--- config.mk ---
export PLATFORM = sky130hd
export DESIGN_NAME = measurement_control
export DESIGN_NICKNAME = d
export VERILOG_FILES = /design/src/common/uc_pkg.sv /design/src/design/measurement_control.sv
export VERILOG_INCLUDE_DIRS = /design/src /design/src/common
export SDC_FILE = /design/constraint.sdc
export NUM_CORES = 2
export LEC_CHECK = 0
export ABC_CLOCK_PERIOD_IN_PS = 10300
export BUFFER_PORTS_ARGS = -buffer_cell sky130_fd_sc_hd__buf_2
export CAP_MARGIN = 10
export CORE_MARGIN = 5
export CORE_UTILIZATION = 34
export CTS_CLUSTER_DIAMETER = 60
export CTS_CLUSTER_SIZE = 16
export DETAILED_ROUTE_END_ITERATION = 8
export HOLD_SLACK_MARGIN = 0.15
export PLACE_DENSITY_LB_ADDON = 0.15
export REMOVE_ABC_BUFFERS = 1
export SETUP_SLACK_MARGIN = 0.02
export SLEW_MARGIN = 40
export SYNTH_ARGS = -nofsm -noshare
export SYNTH_HDL_FRONTEND = slang
export SYNTH_SLANG_ARGS = --single-unit
--- constraint.sdc ---
create_clock -name clk -period 10.3 [get_ports clk]
set_input_delay 2.06 -clock clk [delete_from_list [all_inputs] [get_ports clk]]
set_output_delay 2.06 -clock clk [all_outputs]
set_load 0.05 [all_outputs]
--- src/common/uc_defines.svh ---
`ifndef UC_DEFINES_SVH
`define UC_DEFINES_SVH

`define CLK_HZ 40000000
`define TB_HZ 10000000
`define INT_TB_DIV 4
`define NS_PER_TICK 100
`define MS_TO_TICKS(ms) ((ms) * (`TB_HZ / 1000))
`define MS_TO_CYCLES(ms) ((ms) * (`CLK_HZ / 1000))

`define REG_CTRL 8'h00
`define REG_DELAY 8'h04
`define REG_OFFSET 8'h08
`define REG_RESULT 8'h0c
`define REG_DISPLAY 8'h10
`define REG_STATUS 8'h14
`define REG_CMD 8'h18

`define CTRL_MODE_LSB 0
`define CTRL_RES_LSB 4
`define CTRL_COMMON 8
`define CTRL_NULL 9
`define CTRL_AVG 10
`define CTRL_DELAY 11
`define CTRL_HOLD 12
`define CTRL_FILTER 13
`define CTRL_SLOPE_A 14
`define CTRL_SLOPE_B 15
`define CTRL_DC_A 16
`define CTRL_DC_B 17
`define CTRL_X10_A 18
`define CTRL_X10_B 19
`define CTRL_MULT_LSB 20
`define CTRL_RESET 32'h0000_0060

`define CMD_INIT 0
`define CMD_RESTART 1
`define CMD_HOLD 2

`define STAT_GATE 0
`define STAT_VALID 1
`define STAT_EXTREF 2
`define STAT_NEG 3
`define STAT_HELD 4
`define STAT_EXP_LSB 8
`define STAT_AVG_LSB 16

`define DELAY_RESET_MS 1
`define PHASE_GATE_MS 100
`define GATE_MS_8D 10000
`define GATE_MS_7D 1000
`define GATE_MS_6D 100
`define GATE_MS_5D 10
`define GATE_MS_4D 1
`define AVG_COUNT 100
`define MANT_MAX 32'd99999999
`define ENG_STEP 1000
`define ENG_EXP_STEP 3
`define BCD_SHIFTS 27
`define PHASE_FULL 360
`define FLASH_HALF_MS 500

`endif

--- src/common/uc_pkg.sv ---
package uc_pkg;
  typedef enum logic [2:0] {
    single_input_frequency_mode = 3'h0,
    period_mode = 3'h1,
    ratio_mode = 3'h2,
    interval_mode = 3'h3,
    gated_totalize_mode = 3'h4,
    phase_mode = 3'h5,
    totalize_mode = 3'h6,
    stopwatch_mode = 3'h7
  } mode_type;

  typedef enum logic [5:0] {
    st_arm = 6'h01,
    st_gate = 6'h02,
    st_div = 6'h04,
    st_norm = 6'h08,
    st_bcd = 6'h10,
    st_show = 6'h20
  } state_type;

  typedef enum logic [1:0] {
    kind_meas = 2'h0,
    kind_avg = 2'h1,
    kind_norm = 2'h2
  } div_kind_type;
endpackage

--- src/design/measurement_control.sv ---
// The register offsets and the APB slave port are this design's own decisions.
`include "uc_defines.svh"

module measurement_control
  import uc_pkg::*;
#(
  parameter int unsigned FLASH_HALF = `MS_TO_CYCLES(`FLASH_HALF_MS)
) (
  input logic clk,
  input logic reset,
  input logic clk_en,
  input logic psel,
  input logic penable,
  input logic pwrite,
  input logic [7:0] paddr,
  input logic [31:0] pwdata,
  output logic [31:0] prdata,
  output logic pready,
  output logic pslverr,
  input logic chan_a_in,
  input logic chan_b_in,
  input logic hold_key,
  input logic reset_key,
  input logic ext_ref_in,
  input logic external_reference_input,
  input logic multiplier_fitted,
  input logic standby_switch,
  input logic battery_fitted,
  input logic ac_supply_present,
  input logic supply_source_switch,
  input logic battery_warn,
  input logic battery_empty,
  output logic ref_out,
  output logic ext_ref_used,
  output logic common_route,
  output logic couple_dc_a,
  output logic couple_dc_b,
  output logic atten_x10_a,
  output logic atten_x10_b,
  output logic filter_en,
  output logic gate_open,
  output logic measure_power_en,
  output logic standby_charge_lamp,
  output logic power_off,
  output logic charge_full,
  output logic charge_trickle
);

  function automatic logic edge_of(input logic cur, input logic prev, input logic falling);
    return falling ? (prev & ~cur) : (cur & ~prev);
  endfunction

  function automatic logic [31:0] gate_ticks(input logic [3:0] digits);
    unique case (digits)
      4'h8: return 32'(`MS_TO_TICKS(`GATE_MS_8D));
      4'h7: return 32'(`MS_TO_TICKS(`GATE_MS_7D));
      4'h6: return 32'(`MS_TO_TICKS(`GATE_MS_6D));
      4'h5: return 32'(`MS_TO_TICKS(`GATE_MS_5D));
      default: return 32'(`MS_TO_TICKS(`GATE_MS_4D));
    endcase
  endfunction

  logic [31:0] ctrl_q, delay_q, offset_q, prdata_q;
  logic [31:0] time_q, time_nx, ev_a_q, eva_nx, ev_b_q, evb_nx, dt_q, per_q;
  logic [31:0] den_q, mag_q, bcd_q, bcd_adj, disp_q, res_q, q_sat, op_den;
  logic [63:0] num_q, op_num, quo_nx;
  logic [32:0] rem_q, rem_sh, rem_sub, diff;
  logic [38:0] sum_q;
  logic [26:0] sh_q;
  logic [5:0] cnt_q;
  logic [6:0] avg_cnt_q;
  logic [3:0] exp_q, tick_w;
  logic [1:0] tb_div_q;
  logic a_q, b_q, ext_q, b_src, a_ev, b_ev, hold_ev, restart_ev;
  logic wr, setup, ctrl_wr, init_cmd, tb_tick, armed, start_ev, close_ev;
  logic gate_q, valid_q, neg_q, a_seen_q, b_seen_q, ref_q, lamp_q, flash_q;
  logic off_q, full_q, trickle_q, power_q, on_battery;
  logic [31:0] flash_cnt_q;
  state_type state_q;
  div_kind_type kind_q;
  mode_type mode;

  assign mode = mode_type'(ctrl_q[`CTRL_MODE_LSB +: 3]);

  // register bus: zero wait states, read data captured in the setup cycle
  assign wr = psel & penable & pwrite & clk_en;
  assign setup = psel & ~penable;
  assign pready = 1'b1;
  assign prdata = prdata_q;
  assign pslverr = psel & penable & ~(paddr inside {`REG_CTRL, `REG_DELAY, `REG_OFFSET,
      `REG_RESULT, `REG_DISPLAY, `REG_STATUS, `REG_CMD});
  assign ctrl_wr = wr & (paddr == `REG_CTRL);
  assign init_cmd = wr & (paddr == `REG_CMD) & pwdata[`CMD_INIT];
  assign restart_ev = reset_key | (wr & (paddr == `REG_CMD) & pwdata[`CMD_RESTART]);
  assign hold_ev = hold_key | (wr & (paddr == `REG_CMD) & pwdata[`CMD_HOLD]);

  always_ff @(posedge clk) begin
    if (reset || (clk_en && init_cmd)) begin
      ctrl_q <= `CTRL_RESET;
      delay_q <= 32'(`MS_TO_TICKS(`DELAY_RESET_MS));
      offset_q <= 32'h0000_0000;
    end else if (wr) begin
      if (paddr == `REG_CTRL) begin
        ctrl_q <= pwdata;
      end
      if (paddr == `REG_DELAY) begin
        delay_q <= pwdata;
      end
      if (paddr == `REG_OFFSET) begin
        offset_q <= pwdata;
      end
    end
  end

  always_ff @(posedge clk) begin
    if (reset) begin
      prdata_q <= 32'h0000_0000;
    end else if (clk_en && setup) begin
      unique case (paddr)
        `REG_CTRL: prdata_q <= ctrl_q;
        `REG_DELAY: prdata_q <= delay_q;
        `REG_OFFSET: prdata_q <= offset_q;
        `REG_RESULT: prdata_q <= res_q;
        `REG_DISPLAY: prdata_q <= disp_q;
        `REG_STATUS: begin
          prdata_q <= 32'h0000_0000;
          prdata_q[`STAT_GATE] <= gate_q;
          prdata_q[`STAT_VALID] <= valid_q;
          prdata_q[`STAT_EXTREF] <= external_reference_input;
          prdata_q[`STAT_NEG] <= neg_q;
          prdata_q[`STAT_HELD] <= (state_q == st_show) & ctrl_q[`CTRL_HOLD];
          prdata_q[`STAT_EXP_LSB +: 4] <= exp_q;
          prdata_q[`STAT_AVG_LSB +: 7] <= avg_cnt_q;
        end
        default: prdata_q <= 32'h0000_0000;
      endcase
    end
  end

  // timebase: internal 10 MHz from clk, or edges of the external reference
  assign ext_ref_used = external_reference_input;
  assign tb_tick = ext_ref_used ? (ext_ref_in & ~ext_q)
      : (tb_div_q == 2'(`INT_TB_DIV - 1));
  always_comb begin
    tick_w = 4'h1;
    if (ext_ref_used && multiplier_fitted) begin
      unique case (ctrl_q[`CTRL_MULT_LSB +: 2])
        2'h0: tick_w = 4'h1;
        2'h1: tick_w = 4'h2;
        2'h2: tick_w = 4'h5;
        2'h3: tick_w = 4'ha;
      endcase
    end
  end

  // the timebase keeps running in standby
  always_ff @(posedge clk) begin
    if (reset) begin
      tb_div_q <= 2'h0;
      ext_q <= 1'b0;
      ref_q <= 1'b0;
    end else if (clk_en) begin
      tb_div_q <= tb_div_q + 2'h1;
      ext_q <= ext_ref_in;
      ref_q <= ext_ref_used ? ext_ref_in : tb_div_q[1];
    end
  end
  assign ref_out = ref_q;

  // input channel selections
  assign common_route = ctrl_q[`CTRL_COMMON];
  assign couple_dc_a = ctrl_q[`CTRL_DC_A];
  assign couple_dc_b = ctrl_q[`CTRL_DC_B];
  assign atten_x10_a = ctrl_q[`CTRL_X10_A];
  assign atten_x10_b = ctrl_q[`CTRL_X10_B];
  assign filter_en = ctrl_q[`CTRL_FILTER];
  assign b_src = common_route ? chan_a_in : chan_b_in;
  assign a_ev = edge_of(chan_a_in, a_q, ctrl_q[`CTRL_SLOPE_A]
      & ~(mode inside {single_input_frequency_mode, period_mode}));
  assign b_ev = edge_of(b_src, b_q, ctrl_q[`CTRL_SLOPE_B]);

  always_ff @(posedge clk) begin
    if (reset) begin
      a_q <= 1'b0;
      b_q <= 1'b0;
    end else if (clk_en) begin
      a_q <= chan_a_in;
      b_q <= b_src;
    end
  end

  // gate control and result operands
  always_comb begin
    time_nx = time_q;
    if (tb_tick) begin
      time_nx = time_q + 32'(tick_w);
    end
    eva_nx = ev_a_q + 32'(a_ev);
    evb_nx = ev_b_q + 32'(b_ev);
    armed = ~ctrl_q[`CTRL_DELAY] | (time_q >= delay_q);
    start_ev = a_ev;
    close_ev = 1'b0;
    op_num = 64'(eva_nx);
    op_den = 32'h0000_0001;
    unique case (mode)
      single_input_frequency_mode: begin
        close_ev = a_ev & (time_q >= gate_ticks(ctrl_q[`CTRL_RES_LSB +: 4]));
        op_num = 64'(eva_nx) * 64'(`TB_HZ);
        op_den = time_nx;
      end
      period_mode: begin
        close_ev = a_ev & (time_q >= gate_ticks(ctrl_q[`CTRL_RES_LSB +: 4]));
        op_num = 64'(time_nx) * 64'(`NS_PER_TICK);
        op_den = eva_nx;
      end
      ratio_mode: begin
        close_ev = a_ev & (time_q >= gate_ticks(ctrl_q[`CTRL_RES_LSB +: 4]));
        op_den = evb_nx;
      end
      phase_mode: begin
        // fixed gate, so the figure's resolution depends on the period
        close_ev = a_ev & a_seen_q & b_seen_q
            & (time_q >= 32'(`MS_TO_TICKS(`PHASE_GATE_MS)));
        op_num = 64'(dt_q) * 64'(`PHASE_FULL);
        op_den = per_q;
      end
      interval_mode: begin
        close_ev = b_ev & armed;
        op_num = 64'(time_nx) * 64'(`NS_PER_TICK);
      end
      gated_totalize_mode: begin
        start_ev = b_ev;
        close_ev = b_ev & armed;
      end
      totalize_mode: begin
        start_ev = hold_ev;
        close_ev = hold_ev;
      end
      stopwatch_mode: begin
        start_ev = hold_ev;
        close_ev = hold_ev;
        op_num = 64'(time_nx) * 64'(`NS_PER_TICK);
      end
    endcase
  end

  // restoring divider step and double-dabble adjust
  assign rem_sh = {rem_q[31:0], num_q[63]};
  assign rem_sub = rem_sh - {1'b0, den_q};
  assign quo_nx = {num_q[62:0], ~rem_sub[32]};
  assign q_sat = (|quo_nx[63:32]) ? 32'hffff_ffff : quo_nx[31:0];
  assign diff = {1'b0, q_sat} - (ctrl_q[`CTRL_NULL] ? {1'b0, offset_q} : 33'h0);

  for (genvar g = 0; g < 8; g++) begin : g_dabble
    assign bcd_adj[4*g +: 4] = (bcd_q[4*g +: 4] >= 4'h5) ? bcd_q[4*g +: 4] + 4'h3
        : bcd_q[4*g +: 4];
  end

  always_ff @(posedge clk) begin
    if (reset || (clk_en && (init_cmd || ctrl_wr || restart_ev || ~power_q))) begin
      state_q <= st_arm;
      gate_q <= 1'b0;
      valid_q <= 1'b0;
      avg_cnt_q <= 7'h00;
      sum_q <= 39'h0;
      time_q <= 32'h0000_0000;
      ev_a_q <= 32'h0000_0000;
      ev_b_q <= 32'h0000_0000;
      cnt_q <= 6'h00;
      kind_q <= kind_meas;
      if (reset) begin
        res_q <= 32'h0000_0000;
        disp_q <= 32'h0000_0000;
        dt_q <= 32'h0000_0000;
        per_q <= 32'h0000_0000;
        num_q <= 64'h0;
        den_q <= 32'h0000_0000;
        rem_q <= 33'h0;
        mag_q <= 32'h0000_0000;
        bcd_q <= 32'h0000_0000;
        sh_q <= 27'h0;
        exp_q <= 4'h0;
        neg_q <= 1'b0;
        a_seen_q <= 1'b0;
        b_seen_q <= 1'b0;
      end
    end else if (clk_en) begin
      unique case (state_q)
        st_arm: begin
          if (start_ev) begin
            gate_q <= 1'b1;
            time_q <= 32'h0000_0000;
            ev_a_q <= 32'h0000_0000;
            ev_b_q <= 32'h0000_0000;
            a_seen_q <= 1'b0;
            b_seen_q <= 1'b0;
            state_q <= st_gate;
          end
        end
        st_gate: begin
          time_q <= time_nx;
          ev_a_q <= eva_nx;
          ev_b_q <= evb_nx;
          if (b_ev && !b_seen_q) begin
            dt_q <= time_q;
            b_seen_q <= 1'b1;
          end
          if (a_ev && !a_seen_q) begin
            per_q <= time_q;
            a_seen_q <= 1'b1;
          end
          if (close_ev) begin
            gate_q <= 1'b0;
            num_q <= op_num;
            den_q <= op_den;
            rem_q <= 33'h0;
            cnt_q <= 6'h00;
            kind_q <= kind_meas;
            state_q <= st_div;
          end
        end
        st_div: begin
          num_q <= quo_nx;
          rem_q <= rem_sub[32] ? rem_sh : rem_sub;
          cnt_q <= cnt_q + 6'h01;
          if (cnt_q == 6'h3f) begin
            cnt_q <= 6'h00;
            rem_q <= 33'h0;
            if (kind_q == kind_norm) begin
              // engineering step: drop three digits, raise the exponent
              mag_q <= q_sat;
              exp_q <= exp_q + 4'(`ENG_EXP_STEP);
              state_q <= st_norm;
            end else if (kind_q == kind_meas && ctrl_q[`CTRL_AVG]) begin
              sum_q <= sum_q + 39'(q_sat);
              if (avg_cnt_q == 7'(`AVG_COUNT - 1)) begin
                num_q <= 64'(sum_q + 39'(q_sat));
                den_q <= 32'(`AVG_COUNT);
                kind_q <= kind_avg;
                avg_cnt_q <= 7'h00;
                sum_q <= 39'h0;
              end else begin
                avg_cnt_q <= avg_cnt_q + 7'h01;
                state_q <= st_arm;
              end
            end else begin
              res_q <= q_sat;
              neg_q <= diff[32];
              mag_q <= diff[32] ? 32'(-diff) : diff[31:0];
              exp_q <= 4'h0;
              state_q <= st_norm;
            end
          end
        end
        st_norm: begin
          if (mag_q > `MANT_MAX) begin
            num_q <= 64'(mag_q);
            den_q <= 32'(`ENG_STEP);
            kind_q <= kind_norm;
            state_q <= st_div;
          end else begin
            bcd_q <= 32'h0000_0000;
            sh_q <= mag_q[26:0];
            cnt_q <= 6'h00;
            state_q <= st_bcd;
          end
        end
        st_bcd: begin
          {bcd_q, sh_q} <= {bcd_adj[30:0], sh_q, 1'b0};
          cnt_q <= cnt_q + 6'h01;
          if (cnt_q == 6'(`BCD_SHIFTS - 1)) begin
            disp_q <= {bcd_adj[30:0], sh_q[26]};
            valid_q <= 1'b1;
            state_q <= st_show;
          end
        end
        st_show: begin
          if (!ctrl_q[`CTRL_HOLD]) begin
            state_q <= st_arm;
          end
        end
        default: state_q <= st_arm;
      endcase
    end
  end
  assign gate_open = gate_q;

  // supply, charging and standby lamp
  assign on_battery = battery_fitted & ~ac_supply_present & ~supply_source_switch;

  always_ff @(posedge clk) begin
    if (reset) begin
      flash_cnt_q <= 32'h0000_0000;
      flash_q <= 1'b0;
      lamp_q <= 1'b0;
      off_q <= 1'b0;
      full_q <= 1'b0;
      trickle_q <= 1'b0;
      power_q <= 1'b0;
    end else if (clk_en) begin
      if (flash_cnt_q >= FLASH_HALF - 1) begin
        flash_cnt_q <= 32'h0000_0000;
        flash_q <= ~flash_q;
      end else begin
        flash_cnt_q <= flash_cnt_q + 32'h0000_0001;
      end
      // once switched off for a flat battery it stays off until reset
      off_q <= off_q | (on_battery & battery_empty);
      lamp_q <= (on_battery & battery_warn) ? flash_q : standby_switch;
      full_q <= battery_fitted & standby_switch
          & (ac_supply_present | supply_source_switch);
      trickle_q <= battery_fitted & ac_supply_present & ~standby_switch;
      power_q <= ~standby_switch & ~off_q & ~(on_battery & battery_empty);
    end
  end
  assign standby_charge_lamp = lamp_q;
  assign power_off = off_q;
  assign charge_full = full_q;
  assign charge_trickle = trickle_q;
  assign measure_power_en = power_q;

endmodule // measurement_control

==> results by stage <==
Outcome:
- The flow ran to the end, and the final reports show no timing, DRC or antenna violations.

CTS:
- The clock tree from TritonCTS is yes.
- The clock latency reported for the late side of the worst-skew pair is around 0.74 ns.
- Counting the buffers created by CTS gives 85.
- The number of buffers inserted for hold repair after clock tree synthesis is 0.
- The tree is rooted in a clkbuf_16.
- After clock tree synthesis, the setup repair step added 0 buffers.
- Clock-pin slew was measured on the worst setup and hold paths at 0.06 ns.
- The total number of clock tree sinks is 684.
- No sink is reached through more buffers than the 3 on the longest clock path.
- The post-cts resize count is 0.
- CTS built an H-tree with a depth of 3.

STA:
- The number of slew-limit violations in the final report is 0.
- Setup violations remaining at the end of the flow were counted as 0.
- The clock period minus final worst setup slack is between 9 and 10 ns.
- The number of hold violations in the final report is 0.
- Setup repair after global routing left no endpoint under its margin.
- Adding up every negative setup slack in the final design gives 0 ns.
- Of the available clock period, the critical path in the final layout requires between 90% and 100%.
- Clock skew on the completed layout was measured at 0.0457 ns.
- Timing would allow up to between 0.1 and 0.15 GHz.
- In this run the tightest slew margin relative to its limit is about 35%.
- Hold timing on the final database bottoms out at a slack of roughly 0.45 ns.
- At the pin with the least slew margin, the transition time is slightly below 1 ns.
- The final worst setup slack is between 0.8 and 0.9 ns.

Power:
- The leakage power total is between 20 and 30 nW.
- The worst supply voltage drop on vdd is about 130 µV.
- In this run the power density over the cells is 116 mW/mm².
- The design draws between 7 and 8 mW.

Detailed routing:
- The vias per cell is between 5 and 6.
- After detailed routing, the average wire length per cell comes to between 20 and 25 µm.
- The detail route stage leaves a number of antenna-violating nets equal to 0.
- The final route contains roughly 48,000 vias.
- After detailed routing, the total wire length is 210,000 µm.
- For this block, the initial DRC count from the detailed router was between 4,000 and 5,000.
- The number of remaining DRC errors is 0.
- Before antenna repair, the detailed router went through 6 iterations.

Place:
- The worst setup slack after placement is 0.230 ns.
- Detailed placement ended at an HPWL of 163,000 µm.
- Routability-driven placement finished with a final weighted congestion of approximately 0.93.
- In this run the cell area measured after placement is a little over 0.06 mm².
- After detailed placement, the design holds a cell count of a little under 9,000.
- Buffers placed on the I/O ports in this run total between 100 and 150.

Synth:
- The cell type with the highest aggregate area in the netlist is edfxtp_1.
- Summing the areas of all compound-gate instances in the mapped netlist gives roughly 18% of the synthesized area.
- Counting every instance in the synthesized netlist gives between 6,000 and 7,000.
- The proportion of synthesized flip-flops having asynchronous set or reset is 0%.
- The top cell type by area accounts for a little under a fifth of the synthesized area.
- The number of distinct library cells after synthesis is 100.
- The average cell area after synthesis is slightly below 9 µm².
- Counting flops and latches in the post-synthesis netlist gives 684.
- The share of the synthesized netlist area taken by xor and xnor gates is about 5.1%.
- The synthesized netlist devotes between 20% and 30% of its cell area to adder and majority cells.
- The dominant combinational cell family by area after synthesis is adder cells.
- After synthesis the cells add up to between 0.05 and 0.06 mm².
- The leading register cell type out of synthesis is edfxtp_1.
- The simple-gate share of the synthesized area is roughly 16%.
- The number of flops mapped to enable cells by yosys is between 300 and 400.
- By area the synthesized netlist is led by edfxtp_1 19%, ha_1 13%, dfxtp_1 12%.
- The total number of yosys warnings is 0.
- The mux contribution to synthesized area is ~1.1%.
- The share of the Yosys chip area taken by registers is 30.5%.

Global routing:
- Across every metal layer, demand over resource in global routing totals 23.4%.
- The number of antenna violations at the first check in global routing is 7.
- The pin count of the biggest net entering global routing is 68.
- For this run, global-route usage on met3 was measured as under 10%.
- The wire length of the first global-routing pass is roughly 310,000 µm.
- The global-route congestion overflow total is 0.
- In the global route stage, met1 resource usage came out at 31.7%.
- The via count of the first global-routing pass is approximately 47,000.
- The global routing stage identified its most utilized layer as met2.
- The met2 global-route usage is a little under two fifths.

Worst setup path:
- On the critical path, the stage with the largest delay is an instance of fa_1.
- The critical path contains buffers and inverters numbering 6 combined.
- The critical path data arrival time is approximately 10 ns.
- The endpoint identified for the worst register-to-register timing path is num_q[55]$_SDFFCE_PP0P_.
- The longest individual stage delay on the worst path is between 0.5 and 0.6 ns.
- The length in cells of the worst reg-to-reg path is 34.
- The worst-path maximum fanout is 5.
- The startpoint identified for the worst register-to-register timing path is ctrl_q[14]$_SDFFE_PP0P_.
- The setup check on the worst reg-to-reg path leaves a slack of ~1.6 ns.
- The top cell family by delay on the critical path is adder cells.
- STA classifies the critical path endpoint as a flop.
- The launching element type of the critical path is an input port.
- The type of the worst setup path is in2reg.
- The required time of the worst setup path is ~11 ns.

Min path:
- For hold timing, the worst endpoint is ctrl_q[31]$_SDFFE_PP0P_.
- The count of cells along the worst hold path is 2.
- In this run the worst hold path is classified as reg2reg.
- The start point of the worst hold path is ctrl_q[31]$_SDFFE_PP0P_.

Cells and area:
- Leaving out fill and tap cells, the most frequent cell in the layout is inv_1.
- Excluding fillers, the count of instances in the completed layout stands at between 8,000 and 9,000.
- In the final layout, the share of cells above drive strength 1 is slightly below 9%.
- The filler cells instantiated in the layout total between 15,000 and 20,000.
- The area of all placed cells without fillers is roughly 0.064 mm².
- The top cell types in the final layout, fill and taps aside, are 746 x inv_1, 634 x nand2_1, 602 x ha_1.
- The post-layout net count is around 7,500.
- The signed area change from the synthesized netlist to the final layout is 12.7%.
- For this run, the share of the core covered by cells in the final layout is around two fifths.

Floorplanning:
- The die is 417 µm tall.
- The width of the die is 417 µm.
- The floorplan step defined a die boundary enclosing about 0.17 mm².
- The placeable core region is 0.165 mm².
- In this run the core area contains ~150 standard-cell rows.
- Once the floorplan was initialized, standard cells occupied 34.2% of the core.
- The total I/O pin count is roughly 110.

Run:
- The tool flagged a number of max-cap violations equal to 0.
final cells by class:
class | count | area, µm² | area share (%)
Tap cell | 2189 | 2740 | 4.30
Inverter | 747 | 2800 | 4.41
Antenna cell | 2 | 5.00 | 0.00787
Clock inverter | 63 | 721 | 1.13
Clock buffer | 97 | 2230 | 3.51
Timing Repair Buffer | 318 | 2240 | 3.53
Multi-Input combinational cell | 4736 | 35600 | 56.0
Sequential cell | 684 | 17200 | 27.1
synth_stat cells, types with 33 or more instances:
master	n
clkbuf_1	229
dfxtp_1	330
nor2b_1	47
a211oi_1	69
xor2_1	146
a22oi_1	98
ha_1	602
a31oi_1	35
fa_1	253
nand4_1	65
and3_1	71
and2_1	101
xnor2_1	184
a221oi_1	40
edfxtp_1	354
o211ai_1	33
nand2b_1	48
a21oi_1	498
mux2i_1	58
inv_1	746
a222oi_1	34
o21a_1	33
o21ai_0	304
or3_1	57
nand2_1	638
a21o_1	128
nand3_1	123
nor2_1	545
nor3_1	75
where the power goes:
| group | switching (mW) | total (mW) | internal (mW) |
|---|---|---|---|
| clock | 1.45 | 3.19 | 1.74 |
| combinational | 0.727 | 1.17 | 0.448 |
| sequential | 0.0587 | 3.01 | 2.95 |
worst max path at each step:
stage,startpoint,end,depth (start not counted)
2_1_floorplan,paddr[7],neg_q$_SDFFCE_PP0P_,9
3_3_place_gp,chan_a_in,num_q[49]$_SDFFCE_PP0P_,33
6_report,chan_a_in,num_q[55]$_SDFFCE_PP0P_,34
3_5_place_dp,chan_a_in,num_q[55]$_SDFFCE_PP0P_,34
5_1_grt,chan_a_in,num_q[55]$_SDFFCE_PP0P_,36
4_1_cts,chan_a_in,num_q[55]$_SDFFCE_PP0P_,34
worst register-to-register path: cells and delay by family (launching register included):
kind,cells,cell delay (ns)
AO/OA/AOI/OAI,12,2.54
XOR/XNOR,1,0.23
adder cells (fa/ha/maj),8,3.05
buffers and inverters,5,0.55
flip-flops,1,0.53
AND/OR/NAND/NOR,8,1.66
flip-flops by register name (all words and copies together), names as in the netlist, 6 cells and up:
| signal | cells |
|---|---|
| avg_cnt_q | 7 |
| bcd_q | 32 |
| cnt_q | 6 |
| ctrl_q | 32 |
| delay_q | 32 |
| den_q | 32 |
| disp_q | 32 |
| dt_q | 32 |
| ev_a_q | 32 |
| ev_b_q | 32 |
| flash_cnt_q | 32 |
| mag_q | 32 |
| num_q | 64 |
| offset_q | 32 |
| per_q | 32 |
| prdata | 32 |
| rem_q | 32 |
| res_q | 32 |
| sh_q | 27 |
| state_q | 6 |
| sum_q | 39 |
| time_q | 32 |
layer usage:
layer | part of all wire, % | vias to the layer above
li1 | - | 22900
met1 | 44 | 23800
met2 | 46 | 1446
met3 | 6.6 | 291
met4 | 3.6 | 6
met5 | 0.020 | -
cell families (layout without fill, tap and decap cells):
| logic type | Yosys count | in the layout |
|---|---|---|
| AOI/OAI and AO/OA | 1550 | 1550 |
| other | 1 | 3 |
| buffers and inverters | 1029 | 1225 |
| and+or+nand+nor | 1936 | 1936 |
| xor gates and xnor gates | 330 | 330 |
| adders and majority gates | 855 | 855 |
| muxes | 64 | 64 |
| DFF | 684 | 684 |
No activity file was read; power rests on OpenSTA's default activity.
